<file path="config.mk">
export PLATFORM = sky130hd
export DESIGN_NAME = sbc_cycle_ctl
export DESIGN_NICKNAME = d
export VERILOG_FILES = /design/src/rtl/sbc_pkg.sv /design/src/rtl/sbc_cycle_ctl.sv /design/src/rtl/sbc_fifo.sv
export SDC_FILE = /design/constraint.sdc
export NUM_CORES = 1
export LEC_CHECK = 0
export ABC_AREA = 1
export BUFFER_PORTS_ARGS = -buffer_cell sky130_fd_sc_hd__buf_2
export CAP_MARGIN = 25
export CORE_UTILIZATION = 50
export CTS_CLUSTER_DIAMETER = 40
export DETAILED_ROUTE_END_ITERATION = 7
export PLACE_DENSITY_LB_ADDON = 0.05
export SKIP_CTS_REPAIR_TIMING = 1
export SLEW_MARGIN = 5
export SYNTH_ARGS = -nofsm -noshare
export SYNTH_HDL_FRONTEND = slang
export SYNTH_SLANG_ARGS = --single-unit
</file>
<file path="constraint.sdc">
create_clock -name mclk_in -period 6.53 [get_ports mclk_in]
set_clock_uncertainty 0.2 [all_clocks]
set_input_delay 0.3265 -clock mclk_in [delete_from_list [all_inputs] [get_ports mclk_in]]
set_output_delay 0.3265 -clock mclk_in [all_outputs]
set_load 0.05 [all_outputs]
</file>
<file path="src/rtl/sbc_pkg.sv">
// package: widths, depths, reset values and decode helpers of the burst cycle control
// assumes: included first in compile order, shared by the top and the write fifo
package sbc_pkg;

    // ==================================================================
    // widths and depths
    localparam int ADDR_W     = 17;
    localparam int DATA_W     = 32;
    localparam int LANES      = 4;
    localparam int BURST_W    = 2;
    localparam int FIFO_DEPTH = 16;
    localparam int FIFO_W     = ADDR_W + LANES + DATA_W;

    // ==================================================================
    // field positions of a write fifo entry
    localparam int ENT_DATA_LSB  = 0;
    localparam int ENT_LANES_LSB = DATA_W;
    localparam int ENT_ADDR_LSB  = DATA_W + LANES;

    // ==================================================================
    // cycle counts and reset values
    localparam int                 SLEEP_CYC     = 2;
    localparam logic [1:0]         SLEEP_CNT_RST = 2'h0;
    localparam logic [BURST_W-1:0] BURST_IDX_RST = 2'h0;
    localparam logic [ADDR_W-1:0]  ADDR_RST      = 17'h00000;
    localparam logic [DATA_W-1:0]  DATA_RST      = 32'h00000000;
    localparam logic [LANES-1:0]   LANES_NONE    = 4'h0;
    localparam logic [LANES-1:0]   LANES_ALL     = 4'hf;

    // ==================================================================
    // power states
    typedef enum logic [1:0] {
        SBC_ACTIVE,
        SBC_ENTER,
        SBC_SNOOZE,
        SBC_WAKE
    } sbc_pwr_e;

    // ==================================================================
    // byte lanes to write, from the active-low write controls
    function automatic logic [LANES-1:0] sbc_lanes(input logic gw_b,
                                                   input logic gate_b,
                                                   input logic [LANES-1:0] sel_b);
        logic [LANES-1:0] l;
        l = LANES_NONE;
        if (!gw_b) begin
            l = LANES_ALL;
        end else if (!gate_b) begin
            l = ~sel_b;
        end
        return l;
    endfunction

    // burst address low bits: linear adds, interleaved xors
    function automatic logic [BURST_W-1:0] sbc_burst(input logic interleave,
                                                     input logic [BURST_W-1:0] first,
                                                     input logic [BURST_W-1:0] idx);
        logic [BURST_W-1:0] r;
        r = first + idx;
        if (interleave) begin
            r = first ^ idx;
        end
        return r;
    endfunction

endpackage

</file>
<file path="src/rtl/sbc_cycle_ctl.sv">
// top: cycle decoder and control of a pipelined 32-bit burst cache sram
// assumes: bus pins are synchronous to mclk_in; sleep request is asynchronous;
// the memory core reads one cycle after its address and accepts queued writes
// What this block does
// - unselected strobe: deselect, no address, bus off
// - sleep request high: snooze, bus off
// - selected strobe without write begins read burst
// - controller strobe with write begins write burst
// - no strobe, advance low: read next address
// - no strobe, advance low, write: write next
// - no strobe, advance high: read current address
// - no strobe, advance high, write: write current
// - processor strobe start is always a read
// - writes only after start or controller start
// - output enable ignored in the cycle after a write cycle
// - output enable acts asynchronously on the bus
// - any write cycle turns the bus off
// - global write all bytes; gate high reads
// - two-bit wrap counter, linear or interleaved order
// - two cycles into and out of sleep
`timescale 1ns/1ns
module sbc_cycle_ctl (
    // clock and reset
    input  wire logic                         mclk_in,
    input  wire logic                         rst_b_in,
    // address and selects
    input  wire logic [sbc_pkg::ADDR_W-1:0]   addr_in,
    input  wire logic                         chip_select_first_b_in,
    input  wire logic                         chip_select_second_in,
    input  wire logic                         chip_select_third_b_in,
    // strobes and burst control
    input  wire logic                         processor_addr_strobe_b_in,
    input  wire logic                         controller_addr_strobe_b_in,
    input  wire logic                         burst_advance_b_in,
    input  wire logic                         burst_order_in,
    // write controls
    input  wire logic                         global_write_b_in,
    input  wire logic                         byte_write_gate_b_in,
    input  wire logic [sbc_pkg::LANES-1:0]    byte_lane_select_b_in,
    // asynchronous controls
    input  wire logic                         output_enable_b_in,
    input  wire logic                         sleep_request_in,
    // data bus
    input  wire logic [sbc_pkg::DATA_W-1:0]   dq_in,
    output logic      [sbc_pkg::DATA_W-1:0]   dq_out,
    output logic                              dq_oe_out,
    // memory core read port
    output logic                              core_rd_en_out,
    output logic      [sbc_pkg::ADDR_W-1:0]   core_rd_addr_out,
    input  wire logic [sbc_pkg::DATA_W-1:0]   core_rd_data_in,
    // memory core write port
    output logic                              core_wr_valid_out,
    output logic      [sbc_pkg::ADDR_W-1:0]   core_wr_addr_out,
    output logic      [sbc_pkg::LANES-1:0]    core_wr_lanes_out,
    output logic      [sbc_pkg::DATA_W-1:0]   core_wr_data_out,
    input  wire logic                         core_wr_ready_in,
    // status
    output logic                              snooze_out,
    output logic                              write_stall_out,
    output logic                              write_drop_out
);
    import sbc_pkg::*;

    // ==================================================================
    // state
    sbc_pwr_e            pwr_reg;
    sbc_pwr_e            pwr_next;
    logic [1:0]          pwr_cnt_reg;
    logic [1:0]          pwr_cnt_next;
    logic                zz_s1_reg;
    logic                zz_s2_reg;
    logic                zz_s3_reg;
    logic                sleep_lvl_reg;
    logic                burst_live_reg;
    logic [ADDR_W-1:0]   base_reg;
    logic [BURST_W-1:0]  first_reg;
    logic [BURST_W-1:0]  idx_reg;
    logic                rd_en_reg;
    logic [ADDR_W-1:0]   rd_addr_reg;
    logic                rd_pipe1_reg;
    logic                rd_pipe2_reg;
    logic [DATA_W-1:0]   dq_reg;
    logic                snooze_reg;
    logic                stall_reg;
    logic                drop_reg;
    logic [FIFO_W-1:0]   fifo_out_data;
    logic                fifo_in_ready;

    // ==================================================================
    // cycle decode
    wire                 awake     = (pwr_reg == SBC_ACTIVE);
    wire                 ce_all    = ~chip_select_first_b_in & chip_select_second_in
                                     & ~chip_select_third_b_in;
    wire                 p_seen    = ~chip_select_first_b_in & ~processor_addr_strobe_b_in;
    wire                 c_seen    = ~controller_addr_strobe_b_in & ~p_seen;
    wire [LANES-1:0]     lanes     = sbc_lanes(global_write_b_in, byte_write_gate_b_in,
                                               byte_lane_select_b_in);
    wire                 wr_req    = |lanes;
    wire                 start_p   = awake & p_seen & ce_all;
    wire                 start_c   = awake & c_seen & ce_all;
    wire                 start     = start_p | start_c;
    wire                 desel     = awake & (p_seen | c_seen) & ~ce_all;
    wire                 cont      = awake & ~p_seen & controller_addr_strobe_b_in
                                     & burst_live_reg;
    wire                 write_cyc = (start_c | cont) & wr_req;
    wire                 read_cyc  = start_p | ((start_c | cont) & ~wr_req);

    // ==================================================================
    // burst address
    // wrap counter select
    wire [BURST_W-1:0]   idx_use   = start ? BURST_IDX_RST :
                                     (burst_advance_b_in ? idx_reg : idx_reg + 2'h1);
    wire [BURST_W-1:0]   first_use = start ? addr_in[BURST_W-1:0] : first_reg;
    wire [ADDR_W-1:0]    base_use  = start ? addr_in : base_reg;
    wire [BURST_W-1:0]   low_use   = sbc_burst(burst_order_in, first_use, idx_use);
    wire [ADDR_W-1:0]    acc_addr  = {base_use[ADDR_W-1:BURST_W], low_use};
    wire [FIFO_W-1:0]    entry     = {acc_addr, lanes, dq_in};

    always_ff @(posedge mclk_in or negedge rst_b_in) begin
        if (!rst_b_in) begin
            base_reg       <= ADDR_RST;
            first_reg      <= BURST_IDX_RST;
            idx_reg        <= BURST_IDX_RST;
            burst_live_reg <= 1'b0;
        end else begin
            if (start | cont) begin
                base_reg  <= base_use;
                first_reg <= first_use;
                idx_reg   <= idx_use;
            end
            if (start) begin
                burst_live_reg <= 1'b1;
            end else if (desel | ~awake) begin
                burst_live_reg <= 1'b0;
            end
        end
    end

    // ==================================================================
    // read path
    always_ff @(posedge mclk_in or negedge rst_b_in) begin
        if (!rst_b_in) begin
            rd_en_reg    <= 1'b0;
            rd_addr_reg  <= ADDR_RST;
            rd_pipe1_reg <= 1'b0;
            rd_pipe2_reg <= 1'b0;
            dq_reg       <= DATA_RST;
        end else begin
            rd_en_reg    <= read_cyc;
            rd_pipe1_reg <= read_cyc;
            if (read_cyc) begin
                rd_addr_reg <= acc_addr;
            end
            rd_pipe2_reg <= rd_pipe1_reg & ~write_cyc & ~desel & awake;
            if (rd_pipe1_reg) begin
                dq_reg <= core_rd_data_in;
            end
        end
    end

    assign dq_oe_out        = rd_pipe2_reg & ~output_enable_b_in & ~sleep_request_in
                              & ~snooze_reg;
    assign dq_out           = dq_reg;
    assign core_rd_en_out   = rd_en_reg;
    assign core_rd_addr_out = rd_addr_reg;

    // ==================================================================
    // write path
    // capture bus data
    sbc_fifo #(
        .W     (FIFO_W),
        .DEPTH (FIFO_DEPTH)
    ) sbc_fifo_i (
        .clk_in        (mclk_in),
        .rst_b_in      (rst_b_in),
        .in_valid_in   (write_cyc),
        .in_data_in    (entry),
        .in_ready_out  (fifo_in_ready),
        .out_valid_out (core_wr_valid_out),
        .out_data_out  (fifo_out_data),
        .out_ready_in  (core_wr_ready_in)
    );

    assign core_wr_addr_out  = fifo_out_data[ENT_ADDR_LSB +: ADDR_W];
    assign core_wr_lanes_out = fifo_out_data[ENT_LANES_LSB +: LANES];
    assign core_wr_data_out  = fifo_out_data[ENT_DATA_LSB +: DATA_W];

    always_ff @(posedge mclk_in or negedge rst_b_in) begin
        if (!rst_b_in) begin
            stall_reg <= 1'b0;
            drop_reg  <= 1'b0;
        end else begin
            stall_reg <= ~fifo_in_ready;
            drop_reg  <= write_cyc & ~fifo_in_ready;
        end
    end

    assign write_stall_out = stall_reg;
    assign write_drop_out  = drop_reg;

    // ==================================================================
    // sleep control
    always_ff @(posedge mclk_in or negedge rst_b_in) begin
        if (!rst_b_in) begin
            zz_s1_reg     <= 1'b0;
            zz_s2_reg     <= 1'b0;
            zz_s3_reg     <= 1'b0;
            sleep_lvl_reg <= 1'b0;
        end else begin
            zz_s1_reg <= sleep_request_in;
            zz_s2_reg <= zz_s1_reg;
            zz_s3_reg <= zz_s2_reg;
            if (zz_s2_reg == zz_s3_reg) begin
                sleep_lvl_reg <= zz_s3_reg;
            end
        end
    end

    wire cnt_done = (pwr_cnt_reg == 2'(SLEEP_CYC - 1));

    always_comb begin
        pwr_next     = pwr_reg;
        pwr_cnt_next = SLEEP_CNT_RST;
        case (pwr_reg)
            SBC_ACTIVE: begin
                if (sleep_lvl_reg) begin
                    pwr_next = SBC_ENTER;
                end
            end
            SBC_ENTER: begin
                pwr_cnt_next = pwr_cnt_reg + 2'h1;
                if (!sleep_lvl_reg) begin
                    pwr_next     = SBC_WAKE;
                    pwr_cnt_next = SLEEP_CNT_RST;
                end else if (cnt_done) begin
                    pwr_next     = SBC_SNOOZE;
                    pwr_cnt_next = SLEEP_CNT_RST;
                end
            end
            SBC_SNOOZE: begin
                if (!sleep_lvl_reg) begin
                    pwr_next = SBC_WAKE;
                end
            end
            SBC_WAKE: begin
                pwr_cnt_next = pwr_cnt_reg + 2'h1;
                if (sleep_lvl_reg) begin
                    pwr_next     = SBC_ENTER;
                    pwr_cnt_next = SLEEP_CNT_RST;
                end else if (cnt_done) begin
                    pwr_next     = SBC_ACTIVE;
                    pwr_cnt_next = SLEEP_CNT_RST;
                end
            end
            default: begin
                pwr_next = SBC_ACTIVE;
            end
        endcase
    end

    always_ff @(posedge mclk_in or negedge rst_b_in) begin
        if (!rst_b_in) begin
            pwr_reg     <= SBC_ACTIVE;
            pwr_cnt_reg <= SLEEP_CNT_RST;
            snooze_reg  <= 1'b0;
        end else begin
            pwr_reg     <= pwr_next;
            pwr_cnt_reg <= pwr_cnt_next;
            snooze_reg  <= (pwr_next == SBC_SNOOZE);
        end
    end

    assign snooze_out = snooze_reg;
endmodule

</file>
<file path="src/rtl/sbc_fifo.sv">
// write fifo: queues captured write entries toward the memory core
// assumes: one clock, drain side may stall; read data come out of a register
`timescale 1ns/1ns
module sbc_fifo #(
    parameter int W     = sbc_pkg::FIFO_W,
    parameter int DEPTH = sbc_pkg::FIFO_DEPTH
) (
    // clock and reset
    input  wire logic         clk_in,
    input  wire logic         rst_b_in,
    // fill side
    input  wire logic         in_valid_in,
    input  wire logic [W-1:0] in_data_in,
    output logic              in_ready_out,
    // drain side
    output logic              out_valid_out,
    output logic [W-1:0]      out_data_out,
    input  wire logic         out_ready_in
);
    localparam int AW = $clog2(DEPTH);
    localparam logic [AW:0] FULL_CNT = (AW+1)'(DEPTH);

    logic [W-1:0]  mem [DEPTH];
    logic [AW-1:0] wr_ptr_reg;
    logic [AW-1:0] rd_ptr_reg;
    logic [AW:0]   count_reg;
    logic [AW:0]   count_next;
    logic          out_valid_reg;
    logic [W-1:0]  out_data_reg;
    wire           push;
    wire           load;

    // ==================================================================
    // handshakes
    assign in_ready_out  = (count_reg != FULL_CNT);
    assign push          = in_valid_in & in_ready_out;
    assign load          = (count_reg != '0) & (~out_valid_reg | out_ready_in);
    assign count_next    = count_reg + {{AW{1'b0}}, push} - {{AW{1'b0}}, load};
    assign out_valid_out = out_valid_reg;
    assign out_data_out  = out_data_reg;

    // ==================================================================
    // storage
    always_ff @(posedge clk_in) begin
        if (push) begin
            mem[wr_ptr_reg] <= in_data_in;
        end
    end

    always_ff @(posedge clk_in or negedge rst_b_in) begin
        if (!rst_b_in) begin
            wr_ptr_reg    <= '0;
            rd_ptr_reg    <= '0;
            count_reg     <= '0;
            out_valid_reg <= 1'b0;
            out_data_reg  <= '0;
        end else begin
            wr_ptr_reg <= wr_ptr_reg + AW'(push);
            rd_ptr_reg <= rd_ptr_reg + AW'(load);
            count_reg  <= count_next;
            if (load) begin
                out_data_reg <= mem[rd_ptr_reg];
            end
            if (load) begin
                out_valid_reg <= 1'b1;
            end else if (out_ready_in) begin
                out_valid_reg <= 1'b0;
            end
        end
    end

endmodule

</file>
==> results.json <==
{
  "outcome": "finished clean",
  "cp-start-kind": "primary input",
  "routed_wl_um": 102000,
  "p_seq_frac": 0.357,
  "clock_path_buffers": 3,
  "yosys_most_used_dff": "edfxtp_1",
  "dp.cells": 4111,
  "setup_viol": 0,
  "hold_slack_ps": 59.3,
  "syn_nets": 3110,
  "vias": 24736,
  "drive_above_1_share": 0.160,
  "initial_core_util": 0.505,
  "grt-ovfl-total": 0,
  "cp-end-kind": "flip-flop",
  "root_buffer": "clkbuf_16",
  "vias_per_cell": 5.54,
  "finalHoldViolations": 0,
  "period_needed_ps": 4040,
  "synth_most_common_cell": "edfxtp_1",
  "cts_tree": "done",
  "synth_compound_area_frac": 0.0755,
  "htree_levels": 4,
  "switching_share": 0.358,
  "ys_top_cells_by_count": "edfxtp_1, nand2_1, nor2_1",
  "synth-seq-cells": 997,
  "drv_slew": 0,
  "cp_cell_sequence": "dlygate4sd3_1 > buf_2 > nor2_2 > dlygate4sd3_1 > nor2_1 > nand3_1 > nand2_1 > nand2_1 > nor2_4 > nand3_1 > nor2_4 > buf_4",
  "chipHeight_um": 282,
  "max_freq_mhz": 247,
  "maxSlewHeadroom": 0.308,
  "synth_top_area_share": 0.651,
  "synthTopCellsByArea": "edfxtp_1, dfrtp_1, nand2_1",
  "grt_pass1_wl_um": 152000,
  "largest_reg_flops": 848,
  "postSynthCellCount": 2999,
  "slowest_stage": "nor2_4",
  "clkPwrFrac": 0.356,
  "pre_cts_ws_ps": 2450,
  "critical_path_arrival_ps": 4170,
  "comb_power_share": 0.287,
  "routabilityCongestion": 0.795,
  "syn_to_final_growth_pct": 19.9,
  "required_ps": 6660,
  "dr.first_iter.drc_count": 2047,
  "synth_xor_area_frac": 0.00224,
  "hold_path_class": "in2reg",
  "ir_drop_mv": 0.272,
  "fp.dieW_um": 282,
  "clock_sinks": 997,
  "power_mw": 21.9,
  "fin_area_sq_mm": 0.0469,
  "rsz0062_at_grt": "false",
  "cts.reportedPaths.clkPinSlew_ps": 50,
  "finalCritPeriodShare": 0.619,
  "critPathMaxFanout": 38,
  "worstSkewPairLatency_ps": 720,
  "synthMuxAreaShare": 0.0363,
  "io_buffers": 206,
  "diodes": 0,
  "rows": 102,
  "p_per_area_mw_per_mm2": 466,
  "synth_cell_types": 38,
  "max_stage_delay_ps": 720,
  "drc": 0,
  "finalSetupTns_ps": 0,
  "drtPass1Iterations": 5,
  "synth_adder_area_share": 0.00428,
  "placed_area_sq_mm": 0.0410,
  "path_buf_inv": 4,
  "nets": 3420,
  "n_fill_cell": 6137,
  "top_register": "sbc_fifo_i.mem",
  "fp.coreArea_sq_mm": 0.0775,
  "synth-async-reset-ratio": 0.149,
  "synth_top_family_by_area": "simple AND/OR/NAND/NOR gates",
  "grt_pass1_vias": 24497,
  "synth_top_area_cell": "edfxtp_1",
  "worst_slack_ps": 2490,
  "p_int_mw": 14.0,
  "synth-simple-area-share": 0.106,
  "synth-seq-area-share": 0.746,
  "yosys_warnings": 0,
  "grt_max_degree": 161,
  "wire_per_inst_um": 22.9,
  "ioPinCount": 207,
  "netlist_area_sq_mm": 0.0391,
  "die-area_sq_mm": 0.0794,
  "fin_cells": 4466,
  "syn_area_per_cell_sq_um": 13.0,
  "antenna_found_initial": 0,
  "place_hpwl_um": 56200,
  "path_class": "in2reg",
  "cts_buffers": 140,
  "synth_edf_count": 848,
  "critical_path.top_delay_family": "buffers and inverters",
  "p_leak_nw": 17.8,
  "drv_cap": 0,
  "grtUsageTotal": 0.260,
  "utilization": 0.605,
  "p_switching_mw": 7.82,
  "tightestPinTransition_ps": 1040,
  "ant_nets": 0
}
cells in the final DEF, fill, tap and decap left out, drive strengths merged, types with 2 or more instances in the layout:
cell / synthesis / routed
a21oi: 112 / 112
a31oi: 15 / 15
buf: 101 / 247
bufinv: 0 / 18
clkbuf: 70 / 176
clkinv: 0 / 37
clkinvlp: 0 / 12
dfrtp: 149 / 149
dlygate4sd3: 0 / 92
edfxtp: 848 / 848
ha: 11 / 11
inv: 39 / 55
mux2: 32 / 32
mux2i: 106 / 106
nand2: 628 / 628
nand3: 70 / 70
nand4: 3 / 3
nor2: 366 / 366
nor3: 2 / 2
nor4: 2 / 2
o21ai: 321 / 321
o22ai: 106 / 106
or2: 3 / 3
xor2: 9 / 9
cell type report:
type	count	area [sq um]	area share
Multi-Input combinational cell	1792	8940	0.191
Clock inverter	83	1060	0.0226
Inverter	39	159	0.00339
Tap cell	1040	1300	0.0277
Timing Repair Buffer	339	2410	0.0514
Sequential cell	997	29200	0.623
Clock buffer	176	3830	0.0817
power by group through the flow:
stage | logic, mW | clock network (mW) | registers (mW)
floorplan | 3.76 | 0 | 8.44
global placement | 6.21 | 0 | 7.91
detailed placement | 6.27 | 0 | 7.92
CTS | 6.29 | 7.90 | 7.80
global route | 6.88 | 8.16 | 7.83
finish | 6.27 | 7.78 | 7.80
path summary, 6_finish.rpt:
path,startpoint,endpoint,slack [ps],cells after the start
worst max register to register,sbc_fifo_i.count_reg[3],sbc_fifo_i.count_reg[4],2700,14
max in group asynchronous,rst_b_in,sbc_fifo_i.rd_ptr_reg[1],4420,3
worst max-delay path,chip_select_first_b_in,sbc_fifo_i.mem[12][10],2490,12
min in group asynchronous,rst_b_in,sbc_fifo_i.out_data_out[28],90,2
worst min-delay path,processor_addr_strobe_b_in,core_rd_addr_out[1],60,9
worst min register to register,zz_s1_reg,zz_s2_reg,160,0
layer usage:
metal,vias up,share of wire,track usage
met5,-,0,0
met4,0,0.025,0.0871
met3,150,0.063,0.0534
met2,809,0.49,0.427
met1,12406,0.42,0.347
li1,11371,-,-
cell families (layout without fill, tap and decap cells):
| family | count (synthesis) | count (layout) |
|---|---|---|
| AOI/OAI and AO/OA | 557 | 557 |
| muxes | 138 | 138 |
| buffers and inverters | 210 | 637 |
| xor gates and xnor gates | 10 | 10 |
| adders and majority gates | 13 | 13 |
| DFF | 997 | 997 |
| and+or+nand+nor | 1074 | 1074 |
tightest hold or removal path, cell delays in order:
cell and delay [ps]:
buf_2 90, nor2_2 50, inv_1 50, nor2_1 30, nand2_1 100, nand2_1 80
nand2_2 100, nand2_1 50, nand2_1 60
(Power assumes the default switching activity.)
